File: src/hw/lcg_pkg.sv
// Constants and types shared by the logic cell input gating block
package lcg_pkg;
	localparam int CELLS     = 4;
	localparam int PICKS     = 4;
	localparam int SOURCES   = 40;
	localparam int CODE_W    = 6;
	localparam int ADDR_W    = 6;
	localparam int DATA_W    = 8;
	localparam logic [CODE_W-1:0] CODE_CELL_FIRST = 6'h1A;
	localparam logic [CODE_W-1:0] CODE_RSVD_FIRST = 6'h28;
	// Register index within a cell, cell number in the upper address bits
	localparam logic [3:0] IDX_CONTROL = 4'h0;
	localparam logic [3:0] IDX_POLARITY = 4'h1;
	localparam logic [3:0] IDX_SELECT0 = 4'h2;
	localparam logic [3:0] IDX_GATE0    = 4'h6;
	localparam int CTL_ON_BIT  = 7;
	localparam int CTL_OUT_BIT = 5;
	localparam int POL_OUT_BIT = 7;
	localparam logic [DATA_W-1:0] CONTROL_RESET = 8'h00;
	typedef enum logic [2:0] {
		FN_AND_OR, FN_OR_XOR, FN_AND4, FN_SR_LATCH,
		FN_DFF_SR, FN_DFF_R, FN_JK_R, FN_DLATCH_SR
	} lcg_func_type;
endpackage : lcg_pkg

File: src/hw/lcg_gate_if.sv
// Signals between the register side and the per-cell gating
`timescale 1ns/10ps
interface lcg_gate_if;
	logic [lcg_pkg::CODE_W-1:0] input_source_code [lcg_pkg::PICKS];
	logic [7:0]                 gate_enable_set   [lcg_pkg::PICKS];
	logic [lcg_pkg::PICKS-1:0]  gate_output_invert;
	logic [lcg_pkg::PICKS-1:0]  gate_out;
	modport cfg (output input_source_code, gate_enable_set,
		gate_output_invert, input gate_out);
	modport gating (input input_source_code, gate_enable_set,
		gate_output_invert, output gate_out);
endinterface : lcg_gate_if

File: src/hw/lcg_gating.sv
// Input multiplexers and data gates of one cell
`timescale 1ns/10ps
module lcg_gating (
	input wire logic [lcg_pkg::SOURCES-1:0] sources,
	lcg_gate_if.gating                      gif
);
	logic [lcg_pkg::PICKS-1:0] pick;

	// Reserved codes fall outside the vector and read as zero
	genvar k;
	generate
		for (k = 0; k < lcg_pkg::PICKS; k++) begin : g_pick
			always_comb begin
				if (gif.input_source_code[k] < lcg_pkg::CODE_RSVD_FIRST) begin
					pick[k] = sources[gif.input_source_code[k]];
				end else begin
					pick[k] = 1'b0;
				end
			end
		end
		for (k = 0; k < lcg_pkg::PICKS; k++) begin : g_gate
			logic [7:0] en;
			logic       conj;
			logic       clash;
			assign en = gif.gate_enable_set[k];
			always_comb begin
				conj  = 1'b1;
				clash = 1'b0;
				for (int i = 0; i < lcg_pkg::PICKS; i++) begin
					// Even bit true form, odd bit inverted form
					if (en[2*i] && !pick[i]) conj = 1'b0;
					if (en[2*i+1] && pick[i]) conj = 1'b0;
					if (en[2*i] && en[2*i+1]) clash = 1'b1;
				end
			end
			// Polarity 1 passes the AND; empty set passes its constant one
			assign gif.gate_out[k] = clash ? 1'b0
				: (gif.gate_output_invert[k] ? conj : ~conj);
		end
	endgenerate
endmodule : lcg_gating

File: src/hw/lcg_top.sv
// Register file, four gated cells and their logic function stage
//
// The register offsets and the strobed register port are this design's own decisions.
`timescale 1ns/10ps
module lcg_top #(
	parameter int CELLS = lcg_pkg::CELLS
) (
	input  wire logic                        CLOCK,
	input  wire logic                        RST_B,
	input  wire logic [lcg_pkg::ADDR_W-1:0]  ADDR,
	input  wire logic [lcg_pkg::DATA_W-1:0]  WR_DATA,
	input  wire logic                        WR_STB,
	input  wire logic                        RD_STB,
	output logic      [lcg_pkg::DATA_W-1:0]  RD_DATA,
	input  wire logic [lcg_pkg::SOURCES-1:0] SRC_IN,
	output logic      [CELLS-1:0]            CELL_OUT,
	output logic      [CELLS-1:0]            CELL_PIN
);
	logic       rst_meta_r;
	logic       rst_sync_r;
	logic [1:0] cell_sel;
	logic [3:0] reg_idx;

	always_ff @(posedge CLOCK or negedge RST_B) begin
		if (!RST_B) begin
			rst_meta_r <= 1'b0;
			rst_sync_r <= 1'b0;
		end else begin
			rst_meta_r <= 1'b1;
			rst_sync_r <= rst_meta_r;
		end
	end

	assign cell_sel = ADDR[5:4];
	assign reg_idx  = ADDR[3:0];

	logic [lcg_pkg::DATA_W-1:0] cell_control_register [CELLS];
	logic [lcg_pkg::DATA_W-1:0] polarity_r            [CELLS];
	logic [lcg_pkg::DATA_W-1:0] source_select_register [CELLS][4];
	logic [lcg_pkg::DATA_W-1:0] gate_r                [CELLS][4];
	logic [CELLS-1:0]           out_r;
	logic [CELLS-1:0]           state_r;
	logic [CELLS-1:0]           clk_prev_r;
	logic [CELLS-1:0]           cell_on;
	logic [lcg_pkg::SOURCES-1:0] src_all;

	// Feedback comes from registered outputs so cells never form a loop
	always_comb begin
		src_all = SRC_IN;
		for (int c = 0; c < CELLS; c++) begin
			src_all[lcg_pkg::CODE_CELL_FIRST + c] = out_r[c];
		end
	end

	genvar c;
	generate
		for (c = 0; c < CELLS; c++) begin : g_cell
			lcg_gate_if   gif ();
			logic [3:0]   g;
			logic         f;
			logic         q_nxt;
			logic         rise;
			logic         wr_here;
			lcg_pkg::lcg_func_type function_choice;

			assign wr_here = WR_STB && (cell_sel == 2'(c));
			assign cell_on[c] = cell_control_register[c][lcg_pkg::CTL_ON_BIT];
			assign function_choice =
				lcg_pkg::lcg_func_type'(cell_control_register[c][2:0]);

			// Only the control register is cleared by reset
			always_ff @(posedge CLOCK or negedge rst_sync_r) begin
				if (!rst_sync_r) begin
					cell_control_register[c] <= lcg_pkg::CONTROL_RESET;
				end else if (wr_here && reg_idx == lcg_pkg::IDX_CONTROL) begin
					cell_control_register[c] <= WR_DATA;
				end
			end

			// Gating and selection keep their values across reset
			always_ff @(posedge CLOCK) begin
				if (wr_here && reg_idx == lcg_pkg::IDX_POLARITY) begin
					polarity_r[c] <= WR_DATA;
				end
				for (int i = 0; i < 4; i++) begin
					if (wr_here && reg_idx == lcg_pkg::IDX_SELECT0 + 4'(i)) begin
						source_select_register[c][i] <= WR_DATA;
					end
					if (wr_here && reg_idx == lcg_pkg::IDX_GATE0 + 4'(i)) begin
						gate_r[c][i] <= WR_DATA;
					end
				end
			end

			always_comb begin
				for (int i = 0; i < 4; i++) begin
					gif.input_source_code[i] =
						source_select_register[c][i][lcg_pkg::CODE_W-1:0];
					gif.gate_enable_set[i] = gate_r[c][i];
				end
				gif.gate_output_invert = polarity_r[c][3:0];
			end

			lcg_gating u_gating (
				.sources (src_all),
				.gif     (gif)
			);

			assign g    = gif.gate_out;
			assign rise = g[0] && !clk_prev_r[c];

			// Flip-flop functions clock on gate zero, sampled by CLOCK
			always_comb begin
				q_nxt = state_r[c];
				f     = 1'b0;
				unique case (function_choice)
					lcg_pkg::FN_AND_OR: begin
						f = (g[0] & g[1]) | (g[2] & g[3]);
					end
					lcg_pkg::FN_OR_XOR: begin
						f = (g[0] | g[1]) ^ (g[2] | g[3]);
					end
					lcg_pkg::FN_AND4: begin
						f = &g;
					end
					lcg_pkg::FN_SR_LATCH: begin
						if (g[0] | g[1]) q_nxt = 1'b1;
						else if (g[2] | g[3]) q_nxt = 1'b0;
						f = q_nxt;
					end
					lcg_pkg::FN_DFF_SR: begin
						if (g[2]) q_nxt = 1'b0;
						else if (g[3]) q_nxt = 1'b1;
						else if (rise) q_nxt = g[1];
						f = q_nxt;
					end
					lcg_pkg::FN_DFF_R: begin
						if (g[2]) q_nxt = 1'b0;
						else if (rise) q_nxt = g[1] ^ g[3];
						f = q_nxt;
					end
					lcg_pkg::FN_JK_R: begin
						if (g[2]) q_nxt = 1'b0;
						else if (rise) q_nxt = (g[1] & ~state_r[c])
							| (~g[3] & state_r[c]);
						f = q_nxt;
					end
					lcg_pkg::FN_DLATCH_SR: begin
						if (g[3]) q_nxt = 1'b0;
						else if (g[0]) q_nxt = 1'b1;
						else if (g[2]) q_nxt = g[1];
						f = q_nxt;
					end
				endcase
			end

			always_ff @(posedge CLOCK or negedge rst_sync_r) begin
				if (!rst_sync_r) begin
					state_r[c]    <= 1'b0;
					clk_prev_r[c] <= 1'b0;
					out_r[c]      <= 1'b0;
				end else begin
					state_r[c]    <= cell_on[c] ? q_nxt : 1'b0;
					clk_prev_r[c] <= g[0];
					// Output polarity last, then the enable forces zero
					out_r[c] <= cell_on[c]
						&& (f ^ polarity_r[c][lcg_pkg::POL_OUT_BIT]);
				end
			end
		end
	endgenerate

	assign CELL_OUT = out_r;
	assign CELL_PIN = out_r;

	// Read data stand one cycle after the strobe, zero otherwise
	logic [lcg_pkg::DATA_W-1:0] rd_nxt;
	always_comb begin
		rd_nxt = '0;
		for (int k = 0; k < CELLS; k++) begin
			if (cell_sel == 2'(k)) begin
				if (reg_idx == lcg_pkg::IDX_CONTROL) begin
					rd_nxt = cell_control_register[k] & 8'h87;
					rd_nxt[lcg_pkg::CTL_OUT_BIT] = out_r[k];
				end else if (reg_idx == lcg_pkg::IDX_POLARITY) begin
					rd_nxt = polarity_r[k] & 8'h8F;
				end
				for (int i = 0; i < 4; i++) begin
					if (reg_idx == lcg_pkg::IDX_SELECT0 + 4'(i)) begin
						rd_nxt = source_select_register[k][i] & 8'h3F;
					end
					if (reg_idx == lcg_pkg::IDX_GATE0 + 4'(i)) begin
						rd_nxt = gate_r[k][i];
					end
				end
			end
		end
	end

	always_ff @(posedge CLOCK or negedge rst_sync_r) begin
		if (!rst_sync_r) begin
			RD_DATA <= '0;
		end else begin
			RD_DATA <= RD_STB ? rd_nxt : 8'h00;
		end
	end
endmodule : lcg_top

File: config.mk
export PLATFORM = sky130hd
export DESIGN_NAME = lcg_top
export DESIGN_NICKNAME = d
export VERILOG_FILES = /design/src/hw/lcg_pkg.sv /design/src/hw/lcg_gate_if.sv /design/src/hw/lcg_gating.sv /design/src/hw/lcg_top.sv
export SDC_FILE = /design/constraint.sdc
export NUM_CORES = 1
export LEC_CHECK = 0
export BUFFER_PORTS_ARGS = -buffer_cell sky130_fd_sc_hd__buf_2
export CAP_MARGIN = 20
export CORE_UTILIZATION = 40
export DETAILED_ROUTE_END_ITERATION = 16
export SETUP_SLACK_MARGIN = 0.2
export SYNTH_ARGS = -nofsm -noshare
export SYNTH_HDL_FRONTEND = slang
export SYNTH_SLANG_ARGS = --single-unit
File: constraint.sdc
create_clock -name CLOCK -period 3.35 [get_ports CLOCK]
set_input_delay 0.335 -clock CLOCK [delete_from_list [all_inputs] [get_ports CLOCK]]
set_output_delay 0.335 -clock CLOCK [all_outputs]
set_load 0.01 [all_outputs]
==> flow_metrics.env, run 1 <==
export IMPL_worst_pin_slew_ps=1170
export IMPL_relSlewSlack=0.220
export IMPL_cp_endpoint="CELL_OUT[1]$_DFF_PN0_"
export IMPL_r2r_start="source_select_register[1][16]$_DFFE_PP_"
export IMPL_syn_to_final_growth_pct=33.5
export IMPL_cp_start_kind="flip-flop"
export IMPL_drc=0
export IMPL_synth_edf_count=244
export IMPL_fin_crit_ps=4170
export IMPL_violations="setup timing"
export IMPL_fin_nets=2406
export IMPL_fmax_mhz=240
export IMPL_power_leakage_uw=0.0106
export IMPL_numClockSinks=282
export IMPL_end_kind="flip-flop"
export IMPL_netlist_instances=1860
export IMPL_ir_worst_vdd_mv=0.385
export IMPL_io_buffers=69
export IMPL_grtUsageTotal=0.367
export IMPL_clk_pin_slew_ps=60
export IMPL_synth_area_per_cell_um2=11.0
export IMPL_tritoncts="done"
export IMPL_path_class="reg -> reg"
export IMPL_synth_area_um2=20400
export IMPL_critPathRequiredTime_ps=3850
export IMPL_dieWidth_um=228
export IMPL_die_h_um=228
export IMPL_boundaryPins=74
export IMPL_mostFrequentLayoutCell="buf_4"
export IMPL_clockBufferDepth=3
export IMPL_yosys_warnings=0
export IMPL_ys_async_sr_fraction=0.135
export IMPL_drt_pass1_iter_count=7
export IMPL_cpMostUsedCell="buf_4"
export IMPL_crit_chain="buf_6, mux4_2, a22oi_2, a311o_1, a41oi_2, a2111oi_4, buf_4, nand4b_1, mux2i_2, buf_4, nand3b_1, a2111oi_4, buf_4, nor3_2, o32a_1, or4b_1, nand4_1"
export IMPL_setup_slack_ps=-816
export IMPL_pre_cts_ws_ps=-957
export IMPL_synth_top_area_share=0.358
export IMPL_ant_nets=0
export IMPL_syn_nets=1918
export IMPL_drv_slew=0
export IMPL_via_per_inst=6.62
export IMPL_yosys_register_bits=282
export IMPL_wl_um=97700
export IMPL_synth_seq_area_share=0.405
export IMPL_layout_drive_gt1_share=0.405
export IMPL_fp_dieArea_um2=52000
export IMPL_cts_made_buffers=37
export IMPL_r2r_cells=17
export IMPL_slowest_delay_ps=520
export IMPL_fillers=4458
export IMPL_core_um2=50300
export IMPL_initial_core_util=0.407
export IMPL_setup_viol=8
export IMPL_final_cell_mix="buf_4, edfxtp_1, mux2i_1, nor2_1, nand2_1"
export IMPL_clock_latency_ps=570
export IMPL_rows=82
export IMPL_antenna_found_initial=4
export IMPL_grt_overflow=0
export IMPL_tns_ps=-4600
export IMPL_grt_pass1_vias=20090
export IMPL_status="finished, violations left"
export IMPL_synth_area_leaders="edfxtp_1, mux4_2, mux2i_1"
export IMPL_ys_types=109
export IMPL_path_max_fanout=6
export IMPL_post_drt_wl_per_cell_um=32.0
export IMPL_finalHoldViolCount=0
export IMPL_num_vias=20176
export IMPL_yosys_area_top_type="edfxtp_1"
export IMPL_crit_path_start="source_select_register[1][16]$_DFFE_PP_"
export IMPL_skew_ps=19.3
export IMPL_hold_path_class="in -> async"
export IMPL_yosys_most_used_dff="edfxtp_1"
export IMPL_cts_htree_levels=2
export IMPL_rsz0062_at_grt="true"
export IMPL_grt_max_degree=37
export IMPL_maxCapViolations=0
export IMPL_worstReg2RegEnd="CELL_OUT[1]$_DFF_PN0_"
export IMPL_cts_root_buf="clkbuf_16"
export IMPL_r2r_slack_ps=-820
export IMPL_gp_congestion=1.03
export IMPL_post_route_period_util=1.24
export IMPL_dp_hpwl_um=71700
export IMPL_powerDensity_nw_per_um2=361
export IMPL_critPathArrivalTime_ps=4660
export IMPL_slowest_stage="mux4_2"
export IMPL_grt_pass1_wl_um=138000
export IMPL_dr_first_iter_drc_count=2383
report_power, final:
part           switching [µW]  internal (µW)
clock                    1690           2390
combinational            1020            767
sequential                111           3890
total                    2820           7050
Yosys cell counts, drive strengths merged (10+ instances only):
library cell	n
o21a	11
inv	43
buf	40
o221ai	12
a2111oi	18
nor4b	17
nor2b	37
nand4	18
and2	14
mux2i	174
a211oi	16
mux2	53
a22o	18
nor4	19
nand3b	17
nor3	32
dfrtp	38
nor2	140
a221oi	15
clkbuf	122
a21o	10
a31oi	20
a311oi	14
nand2	114
o22ai	40
nand2b	15
a22oi	67
nand3	46
mux4	108
a21oi	82
o21ai	74
edfxtp	244
o211ai	14
critical path: cells and delay by family, from the launching register on:
family | cells | cell delay (ps)
AOI/OAI and AO/OA | 6 | 1460
DFF | 1 | 350
muxes | 2 | 710
buffers and inverters | 4 | 640
and+or+nand+nor | 5 | 940
logic make-up after synthesis:
kind of cell,synth area share
AND/OR/NAND/NOR,0.134
AO/OA/AOI/OAI,0.176
multiplexers,0.235
flip-flops,0.405
other,0.000183
buffers and inverters,0.0460
XOR/XNOR,0.00300
area by class of cell:
type / instances / area (µm²) / area share
Multi-Input combinational cell: 1368 / 12000 / 0.440
Sequential cell: 282 / 8290 / 0.304
Timing Repair Buffer: 613 / 4770 / 0.175
Clock buffer: 47 / 973 / 0.0357
Tap cell: 672 / 841 / 0.0308
Clock inverter: 21 / 248 / 0.00907
Inverter: 46 / 173 / 0.00632
Antenna cell: 1 / 2.50 / 0.0000917
per-stage QoR:
| step | hold slack (ps) | instance area (µm²) | std cells | utilization | total power [µW] |
|---|---|---|---|---|---|
| 2_1_floorplan | 39.4 | 20700 | 1860 | - | 4810 |
| 3_3_place_gp | 120 | 25100 | 2945 | 0.499 | 5650 |
| 3_5_place_dp | 121 | 25100 | 2945 | 0.499 | 5660 |
| 4_1_cts | 56.2 | 27000 | 3043 | 0.537 | 9810 |
| 5_1_grt | 75.4 | 27300 | 3049 | 0.543 | 10100 |
| 6_report | 74.9 | 27300 | 3050 | 0.543 | 9860 |
metal layers:
layer | wire length (µm) | share of wire | track usage
met1 | 38000 | 0.39 | 0.468
met2 | 44800 | 0.46 | 0.590
met3 | 8690 | 0.089 | 0.0669
met4 | 6270 | 0.064 | 0.202
met5 | 0 | 0 | 0
how the worst min path moves through the flow:
stage,start,to,slack (ps),depth (start not counted)
after floorplan,RST_B,rst_meta_r$_DFF_PN0_,40,0
after global placement,RST_B,rst_meta_r$_DFF_PN0_,120,1
after detailed placement,RST_B,rst_meta_r$_DFF_PN0_,120,1
after CTS,RST_B,rst_sync_r$_DFF_PN0_,60,2
after global routing,RST_B,rst_meta_r$_DFF_PN0_,80,2
final,RST_B,rst_meta_r$_DFF_PN0_,70,2
registers in the layout (all words and copies together) (netlist names):
name,flops
clk_prev_r,4
source_select_register,96
polarity_r,20
gate_r,128
rst_meta_r,1
CELL_OUT,4
RD_DATA,8
cell_control_register,16
state_r,4
rst_sync_r,1
what timing repair did:
| action | CTS | global route |
|---|---|---|
| setup endpoints to repair | 16 | 18 |
| endpoints found under the hold margin | 2 | 0 |
| hold buffers | 1 | 0 |
| gates resized for setup | 106 | 49 |
| cloned | 0 | 0 |
| pin swaps | 62 | 34 |
| setup buffers | 29 | 5 |
Note: power is estimated with default switching activity, not from simulation.
==> run 2, diff against run 1 <==
Clock period 3.35 ns to 3.6 ns, I/O delays scaled along.
==> run 2 against run 1 <==
  * The flow still finishes with violations (setup timing)
  * Via count decreased by 1.6%
  * Clock-buffer cell count decreased by 3
  * First-iteration DRC count increased by 6.5%
  * Sequential share of layout area increased by 0.13 points
  * Critical path type unchanged
  * Highest routed layer unchanged
==> flow_metrics.env, run 2 (synthesis results as in run 1) <==
export IMPL_status="finished, violations left"
export IMPL_violations="setup timing"
export IMPL_critPathArrivalTime_ps=4690
export IMPL_setup_viol=8
export IMPL_rows=82
export IMPL_relSlewSlack=0.226
export IMPL_path_max_fanout=3
export IMPL_initial_core_util=0.407
export IMPL_clock_latency_ps=570
export IMPL_antenna_found_initial=2
export IMPL_largest_register_ffs=128
export IMPL_fin_nets=2357
export IMPL_mostFrequentLayoutCell="buf_4"
export IMPL_path_class="reg -> reg"
export IMPL_final_cell_mix="buf_4, edfxtp_1, mux2i_1, nor2_1, nand2_1"
export IMPL_drv_slew=0
export IMPL_finalHoldViolCount=0
export IMPL_boundaryPins=74
export IMPL_setup_slack_ps=-615
export IMPL_cts_root_buf="clkbuf_16"
export IMPL_grtUsageTotal=0.342
export IMPL_worst_pin_slew_ps=1160
export IMPL_dp_hpwl_um=67500
export IMPL_ant_nets=0
export IMPL_fin_crit_ps=4210
export IMPL_largest_register="gate_r"
export IMPL_clockBufferDepth=3
export IMPL_grt_max_degree=37
export IMPL_dieWidth_um=228
export IMPL_power_leakage_uw=0.0104
export IMPL_dr_first_iter_drc_count=2537
export IMPL_powerDensity_nw_per_um2=340
export IMPL_skew_ps=27.6
export IMPL_numClockSinks=282
export IMPL_cp_top_family="compound AO/OA/AOI/OAI gates"
export IMPL_wl_um=91600
export IMPL_slowest_delay_ps=510
export IMPL_worstReg2RegEnd="CELL_OUT[1]$_DFF_PN0_"
export IMPL_r2r_slack_ps=-610
export IMPL_cts_htree_levels=2
export IMPL_crit_buf_inv=2
export IMPL_use_met2=0.547
export IMPL_top_regs="gate_r: 128 flops, source_select_register: 96 flops, polarity_r: 20 flops"
export IMPL_critPathRequiredTime_ps=4080
export IMPL_cp_start_kind="flip-flop"
export IMPL_place_detailed_instances=2898
export IMPL_tns_ps=-2850
export IMPL_end_kind="flip-flop"
export IMPL_maxCapViolations=0
export IMPL_r2r_start="source_select_register[1][0]$_DFFE_PP_"
export IMPL_finalNonFillerCells=2998
export IMPL_num_vias=19848
export IMPL_ir_worst_vdd_mv=0.384
export IMPL_grt_pass1_vias=19423
export IMPL_post_drt_wl_per_cell_um=30.6
export IMPL_via_per_inst=6.62
export IMPL_r2r_cells=15
export IMPL_cts_made_buffers=36
export IMPL_hold_path_class="in -> async"
export IMPL_drc=0
export IMPL_fmax_mhz=237
export IMPL_syn_to_final_growth_pct=32.9
export IMPL_grt_util_met3=0.0604
export IMPL_die_h_um=228
export IMPL_slowest_stage="mux4_2"
export IMPL_antenna_cells=0
export IMPL_drt_pass1_iter_count=6
export IMPL_grt_pass1_wl_um=131000
export IMPL_grt_overflow=0
export IMPL_post_route_period_util=1.17
export IMPL_busiest_layer="met2"
export IMPL_crit_chain="buf_6, mux4_2, a22oi_2, a311oi_2, a2111oi_4, buf_4, mux2_4, a211o_4, o21ai_2, or4b_4, o311ai_4, nor3_2, o32a_1, or4b_1, nand4_1"
export IMPL_whs_ps=119
export IMPL_core_um2=50300
export IMPL_layout_drive_gt1_share=0.393
export IMPL_clk_pin_slew_ps=60
export IMPL_grtUsageMet1=0.443
export IMPL_io_buffers=69
export IMPL_rsz0062_at_grt="true"
export IMPL_gp_congestion=1.07
export IMPL_tritoncts="done"
export IMPL_fp_dieArea_um2=52000
run 2: cell count changes in the layout (fill, tap and decap cells not counted), moves of 4 or more:
cell,delta
a221oi_2,-4
nand3_1,-5
nand3_2,+5
buf_4,-63
nor4_2,+4
buf_6,-4
buf_12,+19
nor4_1,-4
a221oi_1,+4
run 2: how the worst max path moves through the flow:
stage,from,end,slack [ps],cells past startpoint
2_1_floorplan,source_select_register[1][0]$_DFFE_PP_,CELL_OUT[1]$_DFF_PN0_,-270,15
3_3_place_gp,SRC_IN[7],CELL_OUT[1]$_DFF_PN0_,-710,16
3_5_place_dp,SRC_IN[7],CELL_OUT[1]$_DFF_PN0_,-750,16
4_1_cts,source_select_register[1][0]$_DFFE_PP_,CELL_OUT[1]$_DFF_PN0_,-550,15
5_1_grt,source_select_register[1][16]$_DFFE_PP_,CELL_OUT[1]$_DFF_PN0_,-720,17
6_report,source_select_register[1][0]$_DFFE_PP_,CELL_OUT[1]$_DFF_PN0_,-610,15
run 2: metrics by stage:
step | instance area (µm²) | worst slack (ps) | total power [µW] | util
final | 27200 | -615 | 9230 | 0.540
after global routing | 27200 | -721 | 9450 | 0.540
after CTS | 26600 | -548 | 9160 | 0.530
after detailed placement | 25000 | -754 | 5270 | 0.497
after global placement | 25000 | -706 | 5250 | 0.497
after floorplan | 20700 | -271 | 4470 | -
run 2: power breakdown:
part	switching, µW	internal [µW]
logic	895	729
clock network	1500	2370
registers	115	3620
total	2510	6710
run 2: timing repair:
| action | 4_1_cts | 5_1_grt |
|---|---|---|
| cloned | 1 | 0 |
| endpoints found under the hold margin | 2 | 0 |
| resized for setup | 60 | 88 |
| setup buffers | 16 | 17 |
| pin swaps | 37 | 31 |
| endpoints found under the setup margin | 9 | 12 |
| hold buffers | 1 | 0 |
run 2: routing by layer:
layer | wire, µm | vias up
met5 | 0 | -
met4 | 5530 | 0
met3 | 8880 | 289
met2 | 42000 | 1377
met1 | 35200 | 9845
li1 | - | 8337
run 2: final cells by class:
class                           instances  area (µm²)
Multi-Input combinational cell       1368       12000
Tap cell                              672         841
Fill cell                            4379       23100
Clock inverter                         21         285
Sequential cell                       282        8280
Inverter                               46         173
Clock buffer                           44         973
Timing Repair Buffer                  565        4650
==> run 3, diff against run 2 <==
Settings changed: SETUP_SLACK_MARGIN 0.2 to not set.
==> run 3 against run 2 <==
  * The flow still finishes with violations (setup timing)
  * Worst hold slack worse by 13 ps
  * Largest power group is now sequential cells
  * Sequential cell count unchanged
  * Via count is 0.46% lower
  * Non-clock buffer count shrank 28
  * Clock skew decreased by 12 ps
  * Global-route usage decreased by 0.33 points
==> flow_metrics.env, run 3 (synthesis results as in run 1) <==
export IMPL_status="finished, violations left"
export IMPL_violations="setup timing"
export IMPL_setup_slack_ps=-569
export IMPL_grt_max_degree=37
export IMPL_slowest_stage="or4b_1"
export IMPL_grt_pass1_wl_um=130000
export IMPL_fmax_mhz=240
export IMPL_design_area_um2=26500
export IMPL_rsz0062_at_grt="true"
export IMPL_gp_congestion=1.07
export IMPL_clock_latency_ps=560
export IMPL_clk_pin_slew_ps=60
export IMPL_grt_overflow=0
export IMPL_drt_pass1_iter_count=7
export IMPL_dr_first_iter_drc_count=2687
export IMPL_power_uw=8950
export IMPL_antenna_cells=0
export IMPL_path_max_fanout=5
export IMPL_relSlewSlack=0.214
export IMPL_end_kind="flip-flop"
export IMPL_clockBufferDepth=3
export IMPL_skew_ps=15.9
export IMPL_via_per_inst=6.65
export IMPL_ir_worst_vdd_mv=0.388
export IMPL_power_leakage_uw=0.0101
export IMPL_boundaryPins=74
export IMPL_grtUsageTotal=0.339
export IMPL_tritoncts="done"
export IMPL_hold_path_class="in -> async"
export IMPL_syn_to_final_growth_pct=29.8
export IMPL_numClockSinks=282
export IMPL_cp_start_kind="flip-flop"
export IMPL_fin_crit_ps=4170
export IMPL_cpMostUsedCell="buf_6"
export IMPL_top_regs="gate_r: 128 flops, source_select_register: 96 flops, polarity_r: 20 flops"
export IMPL_antenna_found_initial=3
export IMPL_cts_htree_levels=2
export IMPL_crit_chain="buf_6, buf_6, mux4_2, nand3b_1, a311o_1, and4_1, a2111oi_2, buf_4, nand4b_1, mux2i_2, buf_4, buf_6, or3_4, o31ai_4, nor3_2, o32a_1, or4b_1, nand4_1"
export IMPL_cts_made_buffers=36
export IMPL_wl_um=90100
export IMPL_crit_buf_inv=5
export IMPL_slowest_delay_ps=480
export IMPL_dp_hpwl_um=65800
export IMPL_place_area_um2=24600
export IMPL_mostFrequentLayoutCell="buf_4"
export IMPL_final_cell_mix="buf_4, edfxtp_1, mux2i_1, nor2_1, nand2_1"
export IMPL_fin_nets=2329
export IMPL_rows=82
export IMPL_initial_core_util=0.407
export IMPL_post_drt_wl_per_cell_um=30.3
export IMPL_layout_drive_gt1_share=0.376
export IMPL_drv_slew=0
export IMPL_worst_pin_slew_ps=1180
export IMPL_cts_root_buf="clkbuf_16"
export IMPL_post_route_period_util=1.16
export IMPL_core_um2=50300
export IMPL_largest_register="gate_r"
export IMPL_fp_dieArea_um2=52000
export IMPL_path_class="reg -> reg"
export IMPL_drc=0
export IMPL_io_buffers=69
export IMPL_powerDensity_nw_per_um2=337
export IMPL_finalHoldViolCount=0
export IMPL_pre_cts_ws_ps=-768
export IMPL_cp_top_family="simple AND/OR/NAND/NOR gates"
export IMPL_grt_pass1_vias=19364
export IMPL_setup_viol=8
export IMPL_num_vias=19757
export IMPL_critPathRequiredTime_ps=4100
export IMPL_maxCapViolations=0
export IMPL_die_h_um=228
export IMPL_critPathArrivalTime_ps=4670
export IMPL_dieWidth_um=228
export IMPL_largest_register_ffs=128
export IMPL_ant_nets=0
==> run 3: where the power goes <==
group          switching, µW  total (µW)  internal, µW  leakage (µW)
Combinational            879        1560           685       0.00688
Clock                   1490        3660          2170      0.000568
Sequential               115        3730          3620       0.00270
Total                   2480        8950          6470        0.0101
==> run 3: layer usage <==
metal / track usage / share of wire / vias to the layer above
li1: - / - / 8289
met1: 0.433 / 0.38 / 9748
met2: 0.547 / 0.46 / 1394
met3: 0.0593 / 0.098 / 320
met4: 0.186 / 0.062 / 6
met5: 0 / 0.0010 / -
==> run 3: final cells by class <==
type	instances	area [µm²]
clock buffer	43	937
clock inverter	21	244
fill	4439	23700
inverter	46	173
multi-input combinational	1368	11900
sequential	282	8280
tap	672	841
timing repair buffer	537	4200
==> run 3: what timing repair did <==
action                                  4_1_cts  5_1_grt
pin swaps                                    39       36
resized for setup                            76       53
endpoints found under the hold margin         2        0
gates cloned                                  1        0
hold buffers                                  1        0
setup buffers                                21       12
endpoints found under the setup margin        8       10
==> run 3: path summary, 6_finish.rpt <==
check                                              to                                    start  cells after the start  slack (ps)
worst min register to register   rst_sync_r$_DFF_PN0_                     rst_meta_r$_DFF_PN0_                      0         350
max in group asynchronous       CELL_OUT[2]$_DFF_PN0_                     rst_sync_r$_DFF_PN0_                      0        2490
worst max-delay path            CELL_OUT[1]$_DFF_PN0_  source_select_register[1][16]$_DFFE_PP_                     18        -570
worst min-delay path             rst_meta_r$_DFF_PN0_                                    RST_B                      2         110
worst max register to register  CELL_OUT[1]$_DFF_PN0_  source_select_register[1][16]$_DFFE_PP_                     18        -570
min in group CLOCK               RD_DATA[0]$_DFF_PN0_                                   RD_STB                      2         210
==> run 3: through the flow <==
step                 util  hold slack (ps)  setup TNS [ps]  std cells
CTS                 0.522             99.1           -2360       2960
global route        0.528              126           -3420       2969
finish              0.528              107           -2670       2969
floorplan               -             64.4            -740       1860
global placement    0.488              145           -4620       2875
detailed placement  0.488              146           -5020       2875
